$ cat config.mk
export PLATFORM = sky130hd
export DESIGN_NAME = hpb_top
export DESIGN_NICKNAME = d
export VERILOG_FILES = /design/src/hpb_pkg.sv /design/src/hpb_buf_status.sv /design/src/hpb_strobe_gen.sv /design/src/hpb_top.sv
export VERILOG_INCLUDE_DIRS = /design/src
export SDC_FILE = /design/constraint.sdc
export NUM_CORES = 1
export LEC_CHECK = 0
export ABC_AREA = 1
export BUFFER_PORTS_ARGS = -buffer_cell sky130_fd_sc_hd__buf_2
export CAP_MARGIN = 15
export CORE_ASPECT_RATIO = 2
export CORE_MARGIN = 4
export CORE_UTILIZATION = 56
export CTS_CLUSTER_SIZE = 24
export DETAILED_ROUTE_END_ITERATION = 16
export PLACE_DENSITY_LB_ADDON = 0.2
export REMOVE_ABC_BUFFERS = 1
export SETUP_SLACK_MARGIN = 0.3
export SYNTH_ARGS = -nofsm -noshare
export SYNTH_HDL_FRONTEND = slang
export SYNTH_SLANG_ARGS = --single-unit
$ cat constraint.sdc
create_clock -name pclk -period 1.6 [get_ports pclk]
set_input_delay 0.16 -clock pclk [delete_from_list [all_inputs] [get_ports pclk]]
set_output_delay 0.16 -clock pclk [all_outputs]
set_load 0.03 [all_outputs]
$ cat src/hpb_defines.svh
`ifndef HPB_DEFINES_SVH
`define HPB_DEFINES_SVH
// Behaviour
// - low two enables gate address pins 1-0
// - all-full flag while every input slot full
// - write to full slot sets sticky overflow
// - slot full flag clears on software read
// - all-empty flag while outputs empty, resets one
// - read of empty slot sets sticky underflow
// - slot empty flag clears on software write
// - master drives data, address, strobes; data only
// - width defaults eight bits, bit ten widens
// - chip selects share top two address pins
// - chip select field decodes 10, 01, 00
// - first chip select never enabled alone
// - strobe pin enables at bits nine, eight
// - enabled address pin drives address register bit
// - chip select inactive outside any transfer
// - low enables also gate latch strobes
// - mode one: direction line plus enable strobe
// - mode two: separate read, write strobes
// - polarity bit per signal, one means high; both latch strobes share bit 5
// - shared pin uses one polarity bit
// - multiplex field selects four address modes
// - top enables give address or chip select

// ==========================================
// register byte offsets
`define HPB_OFF_CON 8'h00
`define HPB_OFF_MODE 8'h04
`define HPB_OFF_ADDR 8'h08
`define HPB_OFF_PIN_FUNCTION_ENABLE 8'h0c
`define HPB_OFF_STAT 8'h10
`define HPB_OFF_CMD 8'h14
`define HPB_OFF_DATA 8'h18
`define HPB_OFF_INB 8'h20
`define HPB_OFF_OUTB 8'h30

// ==========================================
// field positions
`define HPB_CON_MUX 11
`define HPB_CON_WREN 9
`define HPB_CON_RDEN 8
`define HPB_CON_CSF 6
`define HPB_CON_ALP 5
`define HPB_CON_SECOND_SELECT_POLARITY 4
`define HPB_CON_FIRST_SELECT_POLARITY 3
`define HPB_CON_WRITE_POLARITY 1
`define HPB_CON_READ_POLARITY 0
`define HPB_CON_MASK 16'h1bfb
`define HPB_MODE_BUSY 15
`define HPB_MODE_WIDE 10
`define HPB_MODE_MM 8
`define HPB_ST_INPUT_OVERFLOW_FLAG 14
`define HPB_ST_OUTPUT_UNDERFLOW_FLAG 6
`define HPB_CMD_GO 0
`define HPB_CMD_RD 1

// ==========================================
// encodings and reset values
`define HPB_MUX_DEMUX 2'b00
`define HPB_MUX_PART 2'b01
`define HPB_MUX_FULL8 2'b10
`define HPB_MUX_FULL16 2'b11
`define HPB_CSF_BOTH 2'b10
`define HPB_CSF_SECOND 2'b01
`define HPB_MM_ONE 2'b01
`define HPB_MM_RST 2'b10
`endif

$ cat src/hpb_pkg.sv
`default_nettype none
package hpb_pkg;
	typedef enum logic [3:0] {
		st_idle = 4'b0001,
		st_all = 4'b0010,
		st_alh = 4'b0100,
		st_stb = 4'b1000
	} hpb_state_e;

	typedef struct packed {
		logic [1:0] addr_data_multiplex_field;
		logic [1:0] chip_select_function_field;
		logic [1:0] mm;
		logic wide;
		logic latch_strobe_polarity;
		logic second_select_polarity;
		logic first_select_polarity;
		logic write_polarity;
		logic read_polarity;
	} hpb_cfg_s;

	typedef struct packed {
		logic rd;
		logic wr;
		logic all;
		logic alh;
		logic cs1;
		logic cs2;
	} hpb_ctl_s;
endpackage
`default_nettype wire

$ cat src/hpb_buf_status.sv
`timescale 1ns/1ns
`default_nettype none
module hpb_buf_status (
	// clock and reset
	input wire logic pclk,
	input wire logic presetn,
	// outside party
	input wire logic ext_wr,
	input wire logic ext_rd,
	input wire logic [1:0] ext_idx,
	input wire logic [7:0] ext_wdata,
	output logic [7:0] ext_rdata,
	// software side
	input wire logic [3:0] sw_in_rd,
	input wire logic [3:0] sw_out_wr,
	input wire logic [7:0] sw_wdata,
	input wire logic clr_input_overflow_flag,
	input wire logic clr_output_underflow_flag,
	output wire logic [31:0] in_bytes,
	output wire logic [15:0] status
);
	wire logic [3:0] sel = 4'h1 << ext_idx;
	wire logic [3:0] in_full;
	wire logic [3:0] out_empty;
	wire logic [31:0] out_bytes;
	logic input_overflow_flag_q;
	logic output_underflow_flag_q;
	logic [7:0] rdata_q;
	wire logic ovf_ev = ext_wr & |(sel & in_full);
	wire logic unf_ev = ext_rd & |(sel & out_empty);

	genvar g;
	generate
		for (g = 0; g < 4; g++) begin : g_slot
			logic full_q;
			logic empty_q;
			logic [7:0] ib_q;
			logic [7:0] ob_q;
			wire logic put = ext_wr & sel[g] & ~full_q;
			wire logic take = ext_rd & sel[g] & ~empty_q;
			always_ff @(posedge pclk or negedge presetn) begin
				if (!presetn) begin
					full_q <= 1'b0;
					empty_q <= 1'b1;
					ib_q <= 8'h00;
					ob_q <= 8'h00;
				end else begin
					full_q <= put | (full_q & ~sw_in_rd[g]);
					empty_q <= take | (empty_q & ~sw_out_wr[g]);
					if (put)
						ib_q <= ext_wdata;
					if (sw_out_wr[g])
						ob_q <= sw_wdata;
				end
			end
			assign in_full[g] = full_q;
			assign out_empty[g] = empty_q;
			assign in_bytes[g*8 +: 8] = ib_q;
			assign out_bytes[g*8 +: 8] = ob_q;
		end
	endgenerate

	// set beats a clear landing in the same cycle
	always_ff @(posedge pclk or negedge presetn) begin
		if (!presetn) begin
			input_overflow_flag_q <= 1'b0;
			output_underflow_flag_q <= 1'b0;
			rdata_q <= 8'h00;
		end else begin
			input_overflow_flag_q <= ovf_ev | (input_overflow_flag_q & ~clr_input_overflow_flag);
			output_underflow_flag_q <= unf_ev | (output_underflow_flag_q & ~clr_output_underflow_flag);
			if (ext_rd)
				rdata_q <= out_bytes[{ext_idx, 3'b000} +: 8];
		end
	end

	assign ext_rdata = rdata_q;
	assign status = {&in_full, input_overflow_flag_q, 2'b00, in_full,
		&out_empty, output_underflow_flag_q, 2'b00, out_empty};
endmodule
`default_nettype wire

$ cat src/hpb_strobe_gen.sv
`timescale 1ns/1ns
`default_nettype none
`include "hpb_defines.svh"
module hpb_strobe_gen (
	// configuration and sequence state
	input wire hpb_pkg::hpb_cfg_s cfg,
	input wire hpb_pkg::hpb_state_e state,
	input wire logic rd_xfer,
	input wire logic cs1_sel,
	input wire logic cs2_sel,
	// pin levels
	output var hpb_pkg::hpb_ctl_s ctl
);
	function automatic logic pol(input logic p, input logic act);
		pol = p ? act : ~act;
	endfunction

	wire logic busy = state != hpb_pkg::st_idle;
	wire logic stb = state == hpb_pkg::st_stb;
	wire logic mode1 = cfg.mm == `HPB_MM_ONE;
	wire logic all_act = state == hpb_pkg::st_all;
	wire logic full16 = cfg.addr_data_multiplex_field == `HPB_MUX_FULL16;
	wire logic alh_act = (state == hpb_pkg::st_alh) | (all_act & full16);
	// mode one: read pin is direction for the whole transfer
	wire logic rd_act = mode1 ? (busy & rd_xfer) : (stb & rd_xfer);
	wire logic wr_act = mode1 ? stb : (stb & ~rd_xfer);

	assign ctl.rd = pol(cfg.read_polarity, rd_act);
	assign ctl.wr = pol(cfg.write_polarity, wr_act);
	assign ctl.all = pol(cfg.latch_strobe_polarity, all_act);
	assign ctl.alh = pol(cfg.latch_strobe_polarity, alh_act);
	assign ctl.cs1 = pol(cfg.first_select_polarity, busy & cs1_sel);
	assign ctl.cs2 = pol(cfg.second_select_polarity, busy & cs2_sel);
endmodule
`default_nettype wire

$ cat src/hpb_top.sv
// The APB slave port and the register offsets are this design's own decisions.
`timescale 1ns/1ns
`default_nettype none
`include "hpb_defines.svh"
module hpb_top (
	// clock and reset
	input wire logic pclk,
	input wire logic presetn,
	// apb slave
	input wire logic psel,
	input wire logic penable,
	input wire logic pwrite,
	input wire logic [7:0] paddr,
	input wire logic [31:0] pwdata,
	output logic [31:0] prdata,
	output logic pready,
	output logic pslverr,
	// address and chip select pins
	output logic [15:0] addr_pin_o,
	output logic [15:0] addr_pin_oe,
	// data pins
	input wire logic [15:0] data_pin_i,
	output logic [15:0] data_pin_o,
	output logic [15:0] data_pin_oe,
	// strobe pins
	output logic read_strobe_o,
	output logic read_strobe_oe,
	output logic write_strobe_o,
	output logic write_strobe_oe,
	// slave buffer access by outside party
	input wire logic ext_wr,
	input wire logic ext_rd,
	input wire logic [1:0] ext_idx,
	input wire logic [7:0] ext_wdata,
	output logic [7:0] ext_rdata
);
	// ==========================================
	// decode helpers
	function automatic logic [3:0] slot_sel(
		input logic [7:0] a,
		input logic [7:0] base
	);
		slot_sel = 4'h0;
		if (a[7:4] == base[7:4] && a[1:0] == 2'b00)
			slot_sel = 4'h1 << a[3:2];
	endfunction

	// ==========================================
	// registers and state
	logic [15:0] con_q;
	logic [2:0] mode_q;
	logic [15:0] addr_q;
	logic [15:0] pin_function_enable_q;
	logic [15:0] wdat_q;
	logic [15:0] rdat_q;
	logic rd_xfer_q;
	logic pend_q;
	logic [31:0] prdata_q;
	hpb_pkg::hpb_state_e state_q;
	hpb_pkg::hpb_state_e state_d;
	hpb_pkg::hpb_cfg_s cfg;
	hpb_pkg::hpb_ctl_s ctl;
	logic [15:0] apin_q;
	logic [15:0] aoe_q;
	logic [15:0] dpin_q;
	logic [15:0] doe_q;
	logic rd_pin_q;
	logic wr_pin_q;
	logic rd_oe_q;
	logic wr_oe_q;
	wire logic [15:0] apin_d;
	wire logic [15:0] aoe_d;
	wire logic [31:0] in_bytes;
	wire logic [15:0] status;

	// ==========================================
	// apb decode
	wire logic setup = psel & ~penable;
	wire logic access = psel & penable;
	wire logic wr_acc = access & pwrite;
	wire logic rd_acc = access & ~pwrite;
	wire logic hit_con = paddr == `HPB_OFF_CON;
	wire logic hit_mode = paddr == `HPB_OFF_MODE;
	wire logic hit_addr = paddr == `HPB_OFF_ADDR;
	wire logic hit_pin_function_enable = paddr == `HPB_OFF_PIN_FUNCTION_ENABLE;
	wire logic hit_stat = paddr == `HPB_OFF_STAT;
	wire logic hit_cmd = paddr == `HPB_OFF_CMD;
	wire logic hit_data = paddr == `HPB_OFF_DATA;
	wire logic [3:0] in_hit = slot_sel(paddr, `HPB_OFF_INB);
	wire logic [3:0] out_hit = slot_sel(paddr, `HPB_OFF_OUTB);
	wire logic hit_any = hit_con | hit_mode | hit_addr | hit_pin_function_enable
		| hit_stat | hit_cmd | hit_data | (|in_hit) | (|out_hit);
	wire logic idle = state_q == hpb_pkg::st_idle;
	wire logic busy = ~idle | pend_q;
	// a start while busy is dropped rather than queued
	wire logic start = wr_acc & hit_cmd & pwdata[`HPB_CMD_GO] & ~busy;
	wire logic [7:0] in_byte = in_bytes[{paddr[3:2], 3'b000} +: 8];
	wire logic [31:0] mode_rd = {16'h0000, busy, 4'h0, mode_q, 8'h00};
	wire logic [31:0] rd_word =
		hit_con ? {16'h0000, con_q} :
		hit_mode ? mode_rd :
		hit_addr ? {16'h0000, addr_q} :
		hit_pin_function_enable ? {16'h0000, pin_function_enable_q} :
		hit_stat ? {16'h0000, status} :
		hit_data ? {16'h0000, rdat_q} :
		(|in_hit) ? {24'h000000, in_byte} :
		32'h00000000;

	assign pready = 1'b1;
	assign pslverr = access & ~hit_any;
	assign prdata = prdata_q;

	// ==========================================
	// configuration view
	assign cfg.addr_data_multiplex_field = con_q[`HPB_CON_MUX +: 2];
	assign cfg.chip_select_function_field = con_q[`HPB_CON_CSF +: 2];
	assign cfg.latch_strobe_polarity = con_q[`HPB_CON_ALP];
	assign cfg.second_select_polarity = con_q[`HPB_CON_SECOND_SELECT_POLARITY];
	assign cfg.first_select_polarity = con_q[`HPB_CON_FIRST_SELECT_POLARITY];
	assign cfg.write_polarity = con_q[`HPB_CON_WRITE_POLARITY];
	assign cfg.read_polarity = con_q[`HPB_CON_READ_POLARITY];
	assign cfg.wide = mode_q[2];
	assign cfg.mm = mode_q[1:0];

	// field value 11 falls back to plain address on both pins
	wire logic cs1_en = cfg.chip_select_function_field == `HPB_CSF_BOTH;
	wire logic cs2_en = cs1_en | (cfg.chip_select_function_field == `HPB_CSF_SECOND);
	wire logic demux = cfg.addr_data_multiplex_field == `HPB_MUX_DEMUX;
	wire logic part = cfg.addr_data_multiplex_field == `HPB_MUX_PART;
	wire logic full16 = cfg.addr_data_multiplex_field == `HPB_MUX_FULL16;
	// chip select pins drop out of the bus address
	wire logic [15:0] ea = {addr_q[15] & ~cs2_en, addr_q[14] & ~cs1_en,
		addr_q[13:0]};

	// ==========================================
	// register writes
	always_ff @(posedge pclk or negedge presetn) begin
		if (!presetn) begin
			con_q <= 16'h0000;
			mode_q <= {1'b0, `HPB_MM_RST};
			addr_q <= 16'h0000;
			pin_function_enable_q <= 16'h0000;
			wdat_q <= 16'h0000;
			rd_xfer_q <= 1'b0;
		end else begin
			if (wr_acc && hit_con)
				con_q <= pwdata[15:0] & `HPB_CON_MASK;
			if (wr_acc && hit_mode)
				mode_q <= {pwdata[`HPB_MODE_WIDE], pwdata[`HPB_MODE_MM +: 2]};
			if (wr_acc && hit_addr)
				addr_q <= pwdata[15:0];
			if (wr_acc && hit_pin_function_enable)
				pin_function_enable_q <= pwdata[15:0];
			if (wr_acc && hit_data)
				wdat_q <= pwdata[15:0];
			if (start)
				rd_xfer_q <= pwdata[`HPB_CMD_RD];
		end
	end

	always_ff @(posedge pclk or negedge presetn) begin
		if (!presetn)
			prdata_q <= 32'h00000000;
		else if (setup && !pwrite)
			prdata_q <= rd_word;
	end

	// ==========================================
	// transfer sequencer
	always_comb begin
		state_d = state_q;
		unique case (state_q)
			hpb_pkg::st_idle: begin
				if (start)
					state_d = demux ? hpb_pkg::st_stb : hpb_pkg::st_all;
			end
			hpb_pkg::st_all: begin
				if (cfg.addr_data_multiplex_field == `HPB_MUX_FULL8)
					state_d = hpb_pkg::st_alh;
				else
					state_d = hpb_pkg::st_stb;
			end
			hpb_pkg::st_alh: begin
				state_d = hpb_pkg::st_stb;
			end
			hpb_pkg::st_stb: begin
				state_d = hpb_pkg::st_idle;
			end
		endcase
	end

	wire logic in_all = state_q == hpb_pkg::st_all;
	wire logic in_alh = state_q == hpb_pkg::st_alh;
	wire logic in_stb = state_q == hpb_pkg::st_stb;
	wire logic wr_stb = in_stb & ~rd_xfer_q;

	// pins lag the state by one edge, so read data is taken
	// at the edge that closes the registered strobe
	always_ff @(posedge pclk or negedge presetn) begin
		if (!presetn) begin
			state_q <= hpb_pkg::st_idle;
			pend_q <= 1'b0;
			rdat_q <= 16'h0000;
		end else begin
			state_q <= state_d;
			pend_q <= in_stb & rd_xfer_q;
			if (pend_q)
				rdat_q <= cfg.wide ? data_pin_i : {8'h00, data_pin_i[7:0]};
		end
	end

	hpb_strobe_gen u_strobe (
		.cfg(cfg),
		.state(state_q),
		.rd_xfer(rd_xfer_q),
		.cs1_sel(addr_q[15 - 1]),
		.cs2_sel(addr_q[15]),
		.ctl(ctl)
	);

	// ==========================================
	// address pin functions
	genvar k;
	generate
		for (k = 0; k < 16; k++) begin : g_apin
			if (k < 2) begin : g_latch
				wire logic strobe = (k == 0) ? ctl.all : ctl.alh;
				assign apin_d[k] = demux ? addr_q[k] : strobe;
				assign aoe_d[k] = pin_function_enable_q[k] & ((k == 0) | ~part);
			end else if (k < 14) begin : g_addr
				assign apin_d[k] = addr_q[k];
				assign aoe_d[k] = pin_function_enable_q[k] & (demux | (part & (k >= 8)));
			end else begin : g_cs
				wire logic cs_on = (k == 14) ? cs1_en : cs2_en;
				wire logic cs_lvl = (k == 14) ? ctl.cs1 : ctl.cs2;
				assign apin_d[k] = cs_on ? cs_lvl : addr_q[k];
				assign aoe_d[k] = pin_function_enable_q[k] & (cs_on | demux | part);
			end
		end
	endgenerate

	// ==========================================
	// data pin functions
	wire logic [7:0] dlo_d = in_all ? ea[7:0] : in_alh ? ea[15:8] : wdat_q[7:0];
	wire logic [7:0] dhi_d = (in_all & full16) ? ea[15:8] : wdat_q[15:8];
	wire logic dlo_oe = in_all | in_alh | wr_stb;
	wire logic dhi_oe = cfg.wide & ((in_all & full16) | wr_stb);

	always_ff @(posedge pclk or negedge presetn) begin
		if (!presetn) begin
			apin_q <= 16'h0000;
			aoe_q <= 16'h0000;
			dpin_q <= 16'h0000;
			doe_q <= 16'h0000;
		end else begin
			apin_q <= apin_d;
			aoe_q <= aoe_d;
			dpin_q <= {dhi_d, dlo_d};
			doe_q <= {{8{dhi_oe}}, {8{dlo_oe}}};
		end
	end

	always_ff @(posedge pclk or negedge presetn) begin
		if (!presetn) begin
			rd_pin_q <= 1'b0;
			wr_pin_q <= 1'b0;
			rd_oe_q <= 1'b0;
			wr_oe_q <= 1'b0;
		end else begin
			rd_pin_q <= ctl.rd;
			wr_pin_q <= ctl.wr;
			rd_oe_q <= con_q[`HPB_CON_RDEN];
			wr_oe_q <= con_q[`HPB_CON_WREN];
		end
	end

	assign addr_pin_o = apin_q;
	assign addr_pin_oe = aoe_q;
	assign data_pin_o = dpin_q;
	assign data_pin_oe = doe_q;
	assign read_strobe_o = rd_pin_q;
	assign read_strobe_oe = rd_oe_q;
	assign write_strobe_o = wr_pin_q;
	assign write_strobe_oe = wr_oe_q;

	// ==========================================
	// slave buffers and status
	wire logic stat_wr = wr_acc & hit_stat;

	hpb_buf_status u_status (
		.pclk(pclk),
		.presetn(presetn),
		.ext_wr(ext_wr),
		.ext_rd(ext_rd),
		.ext_idx(ext_idx),
		.ext_wdata(ext_wdata),
		.ext_rdata(ext_rdata),
		.sw_in_rd(in_hit & {4{rd_acc}}),
		.sw_out_wr(out_hit & {4{wr_acc}}),
		.sw_wdata(pwdata[7:0]),
		.clr_input_overflow_flag(stat_wr & ~pwdata[`HPB_ST_INPUT_OVERFLOW_FLAG]),
		.clr_output_underflow_flag(stat_wr & ~pwdata[`HPB_ST_OUTPUT_UNDERFLOW_FLAG]),
		.in_bytes(in_bytes),
		.status(status)
	);
endmodule
`default_nettype wire

**Yosys cells after proc, flatten, opt, wreduce, memory -nomap -nowiden**

Index checks and enable logic that the tools add are counted.

- Input bits: 73
- Output and inout port bits: 110
- Bits in registers: 259
- Word-level logic and storage cells: 239

- Muxes and demuxes: 29
- Shift operators: 4
- Bitwise logic cells: 131
- Eq/ne operators: 20
- Reductions and logical operators: 18

Operator list:

| operator | count |
|---|---|
| 16-bit 2-to-1 mux | 7 |
| 32-bit by 6-bit indexed part select with 8-bit output | 2 |
| 1-bit bitwise AND | 63 |
| 1-bit NOT | 35 |
| 8-bit 2-to-1 mux | 4 |
| 1-bit OR | 29 |
| 8-bit by 5-bit == test with 1-bit output, second input constant | 3 |
| 4-bit 2-to-1 mux | 5 |
| 4-bit bitwise AND | 4 |
| 8-bit by 4-bit == test with 1-bit output, second input constant | 2 |
| 4-bit case mux with 4 select lines | 1 |
| 4-bit OR reduction | 4 |
| 4-bit by 2-bit == test with 1-bit output, second input constant | 3 |
| 1-bit 2-to-1 mux | 12 |
| 8-bit by 3-bit == test with 1-bit output, second input constant | 1 |
| 1-bit logical AND | 8 |
| 8-bit zero test | 1 |
| 4-bit AND reduction | 2 |
| 1-bit by 2-bit left shift with 4-bit output, first input constant | 2 |
| 2-bit by 1-bit == test with 1-bit output, second input constant | 3 |
| 2-bit == test, second input constant | 3 |
| 4-bit by 1-bit == test with 1-bit output, second input constant | 1 |
| 4-bit by 3-bit == test with 1-bit output, second input constant | 1 |
| 4-bit == test, second input constant | 1 |
| 4 further kinds | 5 |

**Depth between registers and ports, before layout**

- Depth after elaboration: 11
- Depth in mapped cells: 12
- Gate-level depth less buffers: 11

**Hierarchy**

A second synthesis with hierarchy kept.

- Cells, all modules: 1241
- Area, all modules: 11083.1 um^2

By module, submodules not included:

| module | instances | cells an instance | seq. area each (um^2) | area an instance (um^2) |
|---|---|---|---|---|
| hpb_top | 1 | 835 | 3856.2 | 7199.4 |
| hpb_buf_status | 1 | 367 | 2057.0 | 3697.3 |
| hpb_strobe_gen | 1 | 39 | 0.0 | 186.4 |

**Least setup slack after synthesis**

No wires, ideal clock.

- Kind: register -> register
- Start point: register state_q[0]
- End point: register state_q[3]
- Path buffers: 1
- Clock period less this slack: 1.369 ns
- Library setup time: 0.120 ns
- Setup slack: 0.231 ns
- Stages on the path, launching flop included: 7
- Data required time: 1.480 ns
- Data arrival time: 1.249 ns
- Path through: dfstp_2 inv_1 nand3_1 clkbuf_1 o22ai_1 o21ai_0 inv_1

- Word-level cells in the longest chain between the ends: 6
- Elaborated cells between the ends (all ways): 10
- Those cells by class: eq/ne: 5; mux: 1; bitwise: 4

RTL lines:

| element | RTL line | RTL |
|---|---|---|
| start, declared | hpb_top.sv:59 | `hpb_pkg::hpb_state_e state_q;` |
| start signal, assigned | hpb_top.sv:201 | `state_q <= hpb_pkg::st_idle;` |
| start signal, assigned | hpb_top.sv:205 | `state_q <= state_d;` |
| 4-bit by 1-bit == test with 1-bit output | hpb_top.sv:93, hpb_top.sv:172 |  |
| 1-bit NOT | hpb_top.sv:94 | `wire logic busy = ~idle \| pend_q;` |
| 1-bit OR | hpb_top.sv:94 |  |
| 1-bit NOT | hpb_top.sv:96 | `` wire logic start = wr_acc & hit_cmd & pwdata[`HPB_CMD_GO] & ~busy; `` |
| 1-bit bitwise AND | hpb_top.sv:96 |  |
| 2-bit by 1-bit inequality test with 1-bit output (no line) | -- |  |

Parallel ways exist; a longest one is shown, timed or not.
A chain may end at the register's enable or synchronous reset.

**Worst setup path after layout**

- Start point: register state_q[0]
- End point: register state_q[1]

The elaborated chain is that of the path after synthesis.

==> impl_metrics.tcl <==
set metrics [dict create \
    ctsLongestPathBuffers 3 \
    fin_crit_ps 1500 \
    synth_area_sq_mm 0.0103 \
    port_buffers 149 \
    yosysSeqAreaShare_pct 57.6 \
    grt_pass1_vias 8798 \
    worst_clock_skew_ps 17.5 \
    cp_slowest_cell "dfstp_2" \
    drc 0 \
    place_ws_ps -75.7 \
    synth_compound_area_share_pct 13.4 \
    slowest_delay_ps 550 \
    yosysWarnings 0 \
    grt_remaining_overflow 0 \
    synth_top_cell_area_share_pct 56.1 \
    startpoint_type "flip-flop" \
    status "completed" \
    clk_latency_ps 500 \
    cts_buffers 21 \
    cts_max_level 1 \
    first_pass_iters 5 \
    num_vias 8814 \
    power_switching_mw 4.11 \
    row_count 69 \
    start_util_pct 57.4 \
    setup_viol 0 \
    synth-async-reset-ratio_pct 100 \
    p_comb_share_pct 18.2 \
    cp_max_fo 3 \
    synth_top_family_by_area "simple AND/OR/NAND/NOR gates" \
    hold_violations 0 \
    min_path_cells 3 \
    synth_cell_type_count 42 \
    p_int_mw 10.5 \
    drv_cap 0 \
    ys_top_cells_by_area "dfrtp_1, nand2_1, o21ai_0" \
    seqPwrFrac_pct 46.9 \
    post-synth-top-area-cell "dfrtp_1" \
    hp-class "input port to flip-flop" \
    clock_sinks 236 \
    cp.arrival_ps 1910 \
    dp_hpwl_mm 20.6 \
    power_density_mw_per_mm2 1120 \
    final_util_pct 72.9 \
    via_per_inst 5.48 \
    path_cells "inv_2 > nor2_4 > buf_4 > buf_4 > buf_4 > buf_4 > nand3_2 > nor3b_2" \
    ys_ff_latch 236 \
    totalWireLength_mm 29.3 \
    clkTransAtPathRegs_ps 70 \
    root_buffer "clkbuf_16" \
    gp_congestion 0.944 \
    ios 183 \
    area_delta_synth_final_pct 27.0 \
    grt_util_all_layers_pct 28.5 \
    die_area_sq_mm 0.0207 \
    worstPathRequired_ps 2000 \
    synth_xor_area_share_pct 0.512 \
    die_w_microns 104 \
    tritoncts "built" \
    diodes 0 \
    synth_edf_count 0 \
    synthFlopType "dfrtp_1" \
    cp-end-kind "flip-flop" \
    antenna_found_initial 0 \
    ant_nets 0 \
    detail_route.wl_per_cell_microns 18.2 \
    coreArea_sq_mm 0.0179 \
    rsz0062_at_grt "yes" \
    postSynthAreaPerCell_sq_um 8.91 \
    path_common_cell "buf_4" \
    grt_max_degree 52 \
    grt_pass1_wl_mm 46.4 \
    drtIter0Drc 527 \
    drive_gt1_share_pct 25.4 \
    fillers 1313 \
    setup.worst_path.class "flip-flop to flip-flop" \
    rr_worst_depth 8 \
    die_h_microns 199 \
    slew_viol_final 0 \
    ir_drop_mv 1.17 \
    synthCells 1152 \
    power_mw 14.6 \
    nets 1454 \
    p_leak_nw 6.69 \
    pwr-share-clk_pct 35.0 \
    switching_share_pct 28.2 \
    fmax_mhz 665 \
    place_inst 1508 \
    fin_crit_sh_pct 93.9 \
    muxShareOfSynthArea_pct 0.878 \
    synthAdderAreaFrac_pct 0.122 \
    final_cells 1608 \
    yosys.area_share.simple_pct 18.7 \
    setup_slack_ps 97.3 \
]
-- stage by stage --
step / setup TNS, ps / hold slack (ps) / area [sq um]
3_3_place_gp: -137 / 105 / 11400
6_report: 0 / 15.0 / 13000
4_1_cts: 0 / 0.961 / 12900
2_1_floorplan: -5480 / -136 / 9880
3_5_place_dp: -305 / 109 / 11400
5_1_grt: 0 / 20.0 / 13000
-- worst paths after layout --
| kind | slack (ps) | endpoint | start |
|---|---|---|---|
| hold reg to reg | 410 | read_strobe_oe | con_q[8] |
| max in group asynchronous | 800 | addr_pin_o[4] | presetn |
| setup / recovery | 100 | state_q[1] | state_q[0] |
| hold / removal | 10 | wdat_q[9] | pwdata[9] |
| min in group asynchronous | 160 | write_strobe_oe | presetn |
| setup reg to reg | 100 | state_q[1] | state_q[0] |
-- cells in the final DEF, fill, tap and decap left out, types with 8 or more instances in the layout --
cell type,instances
conb_1,17
nor2_4,11
inv_2,11
mux2_2,8
nand2_2,10
dfrtp_1,228
nand3_1,33
or2_2,8
inv_1,104
o21ai_1,75
buf_4,63
o22ai_1,8
buf_2,125
nand2_1,303
buf_12,11
clkbuf_16,21
nor2_1,54
dlygate4sd3_1,34
a22oi_1,11
buf_6,27
o21ai_0,103
a21oi_1,27
-- worst max-delay path: cells and delay by family, from the launching register on --
kind / cells / cell delay, ps
flip-flops: 1 / 550
AND/OR/NAND/NOR: 3 / 400
buffers and inverters: 5 / 460
-- routing by layer --
| layer | GRT usage, % | share of wire [%] | up-vias | routed length [microns] |
|---|---|---|---|---|
| met5 | 0 | 0 | - | 0 |
| li1 | - | - | 4138 | - |
| met2 | 52.6 | 53 | 371 | 15700 |
| met4 | 17.1 | 6.2 | 0 | 1830 |
| met1 | 31.5 | 34 | 4205 | 10100 |
| met3 | 3.36 | 5.9 | 100 | 1720 |
-- power groups by stage --
stage          Combinational [mW]  Sequential [mW]  Clock (mW)
2_1_floorplan               0.907             7.19           0
3_3_place_gp                 2.01             6.88           0
3_5_place_dp                 2.05             6.89           0
4_1_cts                      2.43             6.82        5.18
5_1_grt                      2.88             6.89        5.39
6_report                     2.65             6.83        5.10
-- layout make-up --
cell class	count	area (sq um)	area share (%)
Sequential cell	236	5920	45.4
Multi-Input combinational cell	739	3700	28.4
Timing Repair Buffer	262	1990	15.3
Clock buffer	30	619	4.75
Inverter	120	460	3.53
Tap cell	213	267	2.04
Clock inverter	8	77.6	0.595
-- flip-flops by register name, summed over array words and instances (netlist names), 2 cells and up --
register / count
u_status.g_slot.ib_q: 32
state_q: 4
pin_function_enable_q: 16
addr_pin_o: 16
u_status.g_slot.ob_q: 32
rdat_q: 16
u_status.g_slot.empty_q: 4
con_q: 11
addr_pin_oe: 16
wdat_q: 16
data_pin_o: 16
u_status.g_slot.full_q: 4
prdata: 16
data_pin_oe: 2
mode_q: 3
addr_q: 16
u_status.ext_rdata: 8
-- repair_timing --
action / 4_1_cts / 5_1_grt
buffers inserted: 18 / 9
setup endpoints to repair: 44 / 52
hold endpoints to repair: 290 / 0
pin swaps: 24 / 17
hold buffers: 34 / 0
cloned: 1 / 0
gates resized for setup: 89 / 27
-- cell families after synthesis --
group,Yosys count
compound gates,253
simple gates,454
buf+inv,192
other cells,2
xor+xnor,6
fa+ha+maj,1
mux,8
flops,236
-- synthesized netlist by cell type (2+ instances only) --
library cell,n
buf_2,11
a41oi_1,5
nor3_2,4
nand2_4,3
nor3_1,3
a31oi_1,5
mux2_2,8
o2111ai_1,2
conb_1,2
nand3_1,38
clkbuf_1,22
nor2_1,60
inv_1,109
inv_2,9
or2_2,8
dfstp_2,6
xor2_1,3
nand2_2,3
buf_6,3
nor2_2,8
o221ai_1,2
a21oi_1,28
nand4_1,7
nand2_1,314
buf_1,2
buf_4,34
a21boi_1,2
a22oi_1,12
o22ai_1,8
xnor2_1,3
o211ai_1,7
o21ai_0,114
dfrtp_1,230
nor2_4,4
o21ai_1,66
No activity file was read; power rests on OpenSTA's default activity.
